$ cat src/verilog/pia_params.svh
`ifndef PIA_PARAMS_SVH
`define PIA_PARAMS_SVH
// ----------------------------------------
// sizes
// ----------------------------------------
`define PIA_N_SRC 66
`define PIA_N_PRIO_REGS 9
`define PIA_VEC_W 7
`define PIA_ADDR_W 21
// ----------------------------------------
// register offsets (word index on the register port)
// ----------------------------------------
`define PIA_OFS_PRIO0 5'h00
`define PIA_OFS_PRIO_LAST 5'h08
`define PIA_OFS_VBASE 5'h09
`define PIA_OFS_FM0 5'h0A
`define PIA_OFS_FM1 5'h0B
`define PIA_OFS_FVL0 5'h0C
`define PIA_OFS_FVH0 5'h0D
`define PIA_OFS_FVL1 5'h0E
`define PIA_OFS_FVH1 5'h0F
`define PIA_OFS_STATUS 5'h10
// ----------------------------------------
// field positions and codes
// ----------------------------------------
`define PIA_FLD_DISABLED 2'h0
`define PIA_FAST_LEVEL 2'h2
`define PIA_FIXED_LEVEL 2'h3
`define PIA_STAT_REQ_BIT 15
`define PIA_STAT_FAST_BIT 14
// ----------------------------------------
// reset values
// ----------------------------------------
`define PIA_VBASE_RST_LARGE 16'h0000
`define PIA_VBASE_RST_SMALL 16'h0020
`define PIA_FIXED_MASK 66'h0_0000_0000_0000_0003
`endif

$ cat src/verilog/pia_pkg.sv
`include "pia_params.svh"
`default_nettype none
package pia_pkg;
   // whole register and output state of the arbiter
   typedef struct packed {
      logic [`PIA_N_PRIO_REGS*16-1:0] prio;
      logic [15:0] vbase;
      logic [`PIA_VEC_W-1:0] fm0;
      logic [`PIA_VEC_W-1:0] fm1;
      logic [15:0] fvl0;
      logic [4:0] fvh0;
      logic [15:0] fvl1;
      logic [4:0] fvh1;
      logic [15:0] rdat;
      logic req;
      logic fast;
      logic [1:0] lvl;
      logic [`PIA_VEC_W-1:0] vec;
      logic [`PIA_ADDR_W-1:0] addr;
   } pia_state_t;
endpackage
`default_nettype wire
$ cat src/verilog/pia_enc_if.sv
`timescale 1ns/1ps
`default_nettype none
// one level's request vector and its encoded winner
interface pia_enc_if #(parameter int N = 66);
   logic [N-1:0] req;
   logic found;
   logic [6:0] idx;
   modport enc (input req, output found, output idx);
   modport user (output req, input found, input idx);
endinterface
`default_nettype wire

$ cat src/verilog/pia_arbiter.sv
`include "pia_params.svh"
`timescale 1ns/1ps
`default_nettype none
module pia_arbiter #(
   parameter bit SMALL_MEM = 1'b0,
   parameter logic [`PIA_N_SRC-1:0] FIXED_MASK = `PIA_FIXED_MASK
) (
   input wire logic clk,
   input wire logic nrst,
   input wire logic ce,
   input wire logic [4:0] reg_addr,
   input wire logic [15:0] reg_wdata,
   input wire logic reg_wr,
   input wire logic reg_rd,
   output logic [15:0] reg_rdata,
   input wire logic [`PIA_N_SRC-1:0] irq_src,
   input wire logic [1:0] core_ipl,
   output logic irq_req,
   output logic [`PIA_VEC_W-1:0] irq_vector,
   output logic [`PIA_ADDR_W-1:0] irq_addr,
   output logic irq_fast,
   output logic [1:0] irq_level
);
   localparam int N = `PIA_N_SRC;
   localparam logic [15:0] VBASE_RST = SMALL_MEM ? `PIA_VBASE_RST_SMALL : `PIA_VBASE_RST_LARGE;

   pia_pkg::pia_state_t st_reg;
   pia_pkg::pia_state_t st_next;
   logic [3:0] lvl_found;
   logic [6:0] lvl_idx [4];
   logic [N-1:0] lvl_req [4];

   // ----------------------------------------
   // per-level request masks and encoders
   // ----------------------------------------
   genvar g;
   generate
      for (g = 0; g < 4; g++) begin : gen_lvl
         pia_enc_if #(.N(N)) enc_bus();
         pia_level_enc #(.N(N)) u_enc (
            .bus(enc_bus.enc)
         );
         // level 3 holds only the fixed sources; disabled fields match no level
         for (genvar s = 0; s < N; s++) begin : gen_src
            if (g == 3) begin : gen_fix
               assign lvl_req[g][s] = irq_src[s] & FIXED_MASK[s];
            end else begin : gen_prog
               assign lvl_req[g][s] = irq_src[s] & ~FIXED_MASK[s]
                  & (st_reg.prio[2*s +: 2] == 2'(g + 1));
            end
         end
         assign enc_bus.req = lvl_req[g];
         assign lvl_found[g] = enc_bus.found;
         assign lvl_idx[g] = enc_bus.idx;
      end
   endgenerate

   // ----------------------------------------
   // winner selection
   // ----------------------------------------
   logic sel_found;
   logic [1:0] sel_lvl;
   logic [6:0] sel_vec;
   logic sel_ok;
   logic sel_fast0;
   logic sel_fast1;
   logic [`PIA_ADDR_W-1:0] base_addr;

   // scan lowest level first so the last hit, the highest level, always beats a lower vector
   always_comb begin
      sel_found = 1'b0;
      sel_lvl = 2'h0;
      sel_vec = 7'h00;
      for (int l = 0; l < 4; l++) begin
         if (lvl_found[l]) begin
            sel_found = 1'b1;
            sel_lvl = 2'(l);
            sel_vec = lvl_idx[l];
         end
      end
   end

   // fixed sources ignore the core's mask; others must reach it
   assign sel_ok = sel_found & ((sel_lvl == `PIA_FIXED_LEVEL) | (sel_lvl >= core_ipl));
   // compare against both match registers before the core ever sees it
   assign sel_fast0 = (sel_lvl == `PIA_FAST_LEVEL) & (sel_vec == st_reg.fm0);
   assign sel_fast1 = (sel_lvl == `PIA_FAST_LEVEL) & (sel_vec == st_reg.fm1);
   // two-word table entries: vector 0 lands on the base itself
   assign base_addr = {st_reg.vbase[12:0], 8'h00} + {13'h0000, sel_vec, 1'b0};

   // ----------------------------------------
   // register file and output state
   // ----------------------------------------
   always_comb begin
      st_next = st_reg;
      if (reg_wr) begin
         if (reg_addr <= `PIA_OFS_PRIO_LAST) begin
            st_next.prio[{reg_addr[3:0], 4'h0} +: 16] = reg_wdata;
         end else begin
            case (reg_addr)
               `PIA_OFS_VBASE: st_next.vbase = reg_wdata;
               `PIA_OFS_FM0: st_next.fm0 = reg_wdata[6:0];
               `PIA_OFS_FM1: st_next.fm1 = reg_wdata[6:0];
               `PIA_OFS_FVL0: st_next.fvl0 = reg_wdata;
               `PIA_OFS_FVH0: st_next.fvh0 = reg_wdata[4:0];
               `PIA_OFS_FVL1: st_next.fvl1 = reg_wdata;
               `PIA_OFS_FVH1: st_next.fvh1 = reg_wdata[4:0];
               default: ;
            endcase
         end
      end
      // read data live for exactly one cycle, zero otherwise
      st_next.rdat = 16'h0000;
      if (reg_rd) begin
         if (reg_addr <= `PIA_OFS_PRIO_LAST) begin
            st_next.rdat = st_reg.prio[{reg_addr[3:0], 4'h0} +: 16];
         end else begin
            case (reg_addr)
               `PIA_OFS_VBASE: st_next.rdat = st_reg.vbase;
               `PIA_OFS_FM0: st_next.rdat = {9'h000, st_reg.fm0};
               `PIA_OFS_FM1: st_next.rdat = {9'h000, st_reg.fm1};
               `PIA_OFS_FVL0: st_next.rdat = st_reg.fvl0;
               `PIA_OFS_FVH0: st_next.rdat = {11'h000, st_reg.fvh0};
               `PIA_OFS_FVL1: st_next.rdat = st_reg.fvl1;
               `PIA_OFS_FVH1: st_next.rdat = {11'h000, st_reg.fvh1};
               `PIA_OFS_STATUS: st_next.rdat = {st_reg.req, st_reg.fast, st_reg.lvl, 5'h00, st_reg.vec};
               default: st_next.rdat = 16'h0000;
            endcase
         end
      end
      // presented vector follows the arbitration every cycle
      st_next.req = sel_ok;
      st_next.lvl = sel_ok ? sel_lvl : 2'h0;
      st_next.vec = sel_ok ? sel_vec : 7'h00;
      st_next.fast = sel_ok & (sel_fast0 | sel_fast1);
      if (!sel_ok) begin
         st_next.addr = '0;
      end else if (sel_fast0) begin
         st_next.addr = {st_reg.fvh0, st_reg.fvl0};
      end else if (sel_fast1) begin
         st_next.addr = {st_reg.fvh1, st_reg.fvl1};
      end else begin
         st_next.addr = base_addr;
      end
   end

   // single register stage; the enable freezes everything
   always_ff @(posedge clk) begin
      if (!nrst) begin
         st_reg <= '0;
         st_reg.vbase <= VBASE_RST;
      end else if (ce) begin
         st_reg <= st_next;
      end
   end

   assign reg_rdata = st_reg.rdat;
   assign irq_req = st_reg.req;
   assign irq_vector = st_reg.vec;
   assign irq_addr = st_reg.addr;
   assign irq_fast = st_reg.fast;
   assign irq_level = st_reg.lvl;

   // vectors below the winner, for the lowest-wins check
   logic [N-1:0] below_mask;
   assign below_mask = (N'(1) << sel_vec) - N'(1);
endmodule
`default_nettype wire

$ cat src/verilog/pia_level_enc.sv
`timescale 1ns/1ps
`default_nettype none
module pia_level_enc #(
   parameter int N = 66
) (
   pia_enc_if.enc bus
);
   // ----------------------------------------
   // lowest index wins: scan downward so the last hit is the lowest
   // ----------------------------------------
   always_comb begin
      bus.found = 1'b0;
      bus.idx = 7'h00;
      for (int i = N - 1; i >= 0; i--) begin
         if (bus.req[i]) begin
            bus.found = 1'b1;
            bus.idx = 7'(i);
         end
      end
   end
endmodule
`default_nettype wire

$ cat config.mk
export PLATFORM = sky130hd
export DESIGN_NAME = pia_arbiter
export DESIGN_NICKNAME = d
export VERILOG_FILES = /design/src/verilog/pia_pkg.sv /design/src/verilog/pia_enc_if.sv /design/src/verilog/pia_arbiter.sv /design/src/verilog/pia_level_enc.sv
export VERILOG_INCLUDE_DIRS = /design/src /design/src/verilog
export SDC_FILE = /design/constraint.sdc
export NUM_CORES = 1
export LEC_CHECK = 0
export ABC_AREA = 1
export BUFFER_PORTS_ARGS = -buffer_cell sky130_fd_sc_hd__buf_2
export CORE_UTILIZATION = 55
export CTS_CLUSTER_DIAMETER = 60
export CTS_CLUSTER_SIZE = 25
export DETAILED_ROUTE_END_ITERATION = 10
export PLACE_DENSITY = 0.74
export SYNTH_ARGS = -nofsm -noshare
export SYNTH_HDL_FRONTEND = slang
export SYNTH_SLANG_ARGS = --single-unit
$ cat constraint.sdc
create_clock -name clk -period 12.1 [get_ports clk]
set_clock_uncertainty 0.1 [all_clocks]
set_input_delay 0.605 -clock clk [delete_from_list [all_inputs] [get_ports clk]]
set_output_delay 0.605 -clock clk [all_outputs]
set_load 0.005 [all_outputs]
==> out/results.tsv <==
stage	metric	value	unit
finish	largest_reg_flops	216	
worst_setup_path	cpMostUsedCell	nand2_1	
floorplan	dieHeight	177	um
floorplan	start_util	56.3	%
floorplan	row_count	63	
logic_synthesis	synth_ff_type	dfxtp_1	
timing	slew_violations	0	
drt	vias	19536	
logic_synthesis	syn-instance-count	2788	
timing	fmax	0.150	GHz
worst_setup_path	critPathCaptureType	flop	
timing	finalSetupTns	0	ns
finish	area_growth_syn_to_layout	8.60	%
finish	layout_commonest_cell	nand2_1	
place	place_ws	5.27	ns
timing	rsz0062_at_grt	false	
timing	finalCritPeriodShare	55.2	%
clocking	clk_root_buffer_cell	clkbuf_16	
drt	viasPerCell	6.10	
timing	period_needed	6.68	ns
logic_synthesis	synth-edff-count	0	
power	p_int	1.44	mW
logic_synthesis	syn_avg_cell_area	6.02	um^2
worst_setup_path	cpMaxStageDelayCell	nand3_2	
logic_synthesis	synth_seq_cells	264	
finish	nets	2889	
power	power	2.06	mW
clocking	cts_tree	yes	
timing	hold_slack	0.253	ns
floorplan	ios	142	
global_routing	grtUsageTotal	43.7	%
clocking	ctsHoldBuffers	0	
place	place_congestion	1.07	
clocking	cts_buffer_depth	3	
floorplan	die_x	177	um
drt	initialDrtViolationCount	2796	
logic_synthesis	syn_area	0.0168	mm^2
clocking	cts_sinks	264	
floorplan	core	0.0298	mm^2
hold_path	hold_class	input pin to flop	
power	power_density	113	mW/mm^2
timing	relSlewSlack	20.8	%
worst_setup_path	critPathLaunchType	flop	
clocking	cts-resized-gates	0	
worst_setup_path	critPathMaxFanout	22	
finish	drive_above_1_share	7.83	%
drt	first_pass_iters	8	
global_routing	antenna_found_initial	2	
outcome	status	finished clean	
drt	wire_per_inst	21.6	um
logic_synthesis	syn-num-nets	2888	
clocking	htreeDepth	1	
logic_synthesis	seq_area_frac_synth	31.5	%
timing	fin_ws	5.42	ns
finish	final_cell_mix	670 x nand2_1, 378 x inv_1, 338 x a21oi_1	
clocking	cts_setup_buffers	0	
logic_synthesis	yosys_warnings	0	
global_routing	grt_pass1_wl	103000	um
power	ir_drop	0.109	mV
worst_setup_path	crit_arrival	6.98	ns
drt	antenna_left	0	
logic_synthesis	ys_types	38	
worst_setup_path	path_class	flop to flop	
power	power_frac_seq	42.6	%
clocking	cts_buffers	26	
finish	fin_util	61.2	%
global_routing	grt_max_degree	92	
power	total_leakage_power	8.17	nW
power	p_clk_share	46.4	%
timing	worst-slew-pin-transition	1.17	ns
place	port_buffers	141	
clocking	insertion_delay	0.57	ns
worst_setup_path	crit_path_max_incr_delay	0.81	ns
power	swShare	30.2	%
place	dp_hpwl	53200	um
global_routing	grt_pass1_vias	17211	
power	comb_power_share	11.0	%
power	p_switching	0.623	mW
timing	finalHoldViolCount	0	
logic_synthesis	ys_async_sr_fraction	0	%
floorplan	dieArea	0.0312	mm^2
job	cap_violations	0	
timing	finalSetupViolCount	0	
worst_setup_path	crit_required	12.40	ns
drt	route.detailed.drc	0	
drt	wirelength	69300	um
global_routing	grt_overflow	0	
clocking	clk_pin_slew	0.09	ns
-- synthesized netlist by cell type (2+ instances only) --
cell type,count,share of area [%]
xor2_1,5,0.26
clkinv_1,3,0.067
buf_2,9,0.27
nand2_1,670,15
buf_4,47,2.1
a31oi_1,17,0.63
nand2_2,4,0.15
a211oi_1,62,2.8
or2_2,2,0.075
a311o_1,2,0.12
nor3_1,142,4.2
o2111ai_1,6,0.31
nor4_1,4,0.15
nand3_1,184,5.5
nand3_2,2,0.12
ha_1,6,0.45
inv_1,379,8.5
o21bai_1,3,0.13
nand4_1,47,1.8
dfxtp_1,264,31
a21oi_1,338,10
o22ai_1,14,0.52
buf_6,2,0.13
buf_1,5,0.11
o31ai_1,5,0.22
nor2_1,233,5.2
o21ai_0,180,5.4
clkbuf_1,123,2.8
o311ai_0,10,0.52
a221oi_1,12,0.63
-- through the flow --
stage          instance area [um^2]  instances
6_report                      18200       3201
5_1_grt                       18200       3200
4_1_cts                       18200       3199
3_5_place_dp                  17200       3151
3_3_place_gp                  17200       3151
2_1_floorplan                 16800       2788
-- routing by layer --
layer	global-route usage (%)	wire (um)	vias to the layer above
met5	0	12	-
met4	16.1	2750	2
met3	11.7	9660	187
met2	61.6	27700	1308
met1	63.0	29200	8895
li1	-	-	9144
-- layout make-up --
type,instances,area (um^2)
sequential,264,5290
timing repair buffer,159,841
tap,390,488
fill,2922,11600
multi-input combinational,1956,9170
inverter,382,1440
clock inverter,19,304
clock buffer,29,693
antenna,2,5.00
-- critical path: cells and delay by family, from the launching register on --
kind,cells,cell delay (ns)
DFF,1,0.42
and+or+nand+nor,74,5.96
AOI/OAI and AO/OA,1,0.06
-- power by group through the flow --
stage	clock network [mW]	logic, mW	registers, mW
after floorplan	0	0.128	0.897
after global placement	0	0.213	0.899
after detailed placement	0	0.214	0.899
after CTS	0.952	0.215	0.879
after global routing	0.992	0.240	0.879
final	0.957	0.226	0.879
-- cell families after synthesis --
family                   after synthesis  synth area share [%]
AO/OA/AOI/OAI                        656                  21.7
AND/OR/NAND/NOR                     1288                  32.2
adder cells (fa/ha/maj)                6                 0.447
flip-flops                           264                  31.5
buffers and inverters                568                  13.9
XOR/XNOR                               6                 0.313
-- path summary, 6_finish.rpt --
kind	from	endpoint	slack, ns	depth (start not counted)
min	reg_wdata[12]	st_reg[86]	0.25	3
max	st_reg[251]	irq_addr[18]	5.42	75
max reg2reg	st_reg[251]	irq_addr[18]	5.42	75
min reg2reg	irq_addr[17]	irq_addr[17]	0.36	2
(Power assumes the default switching activity.)
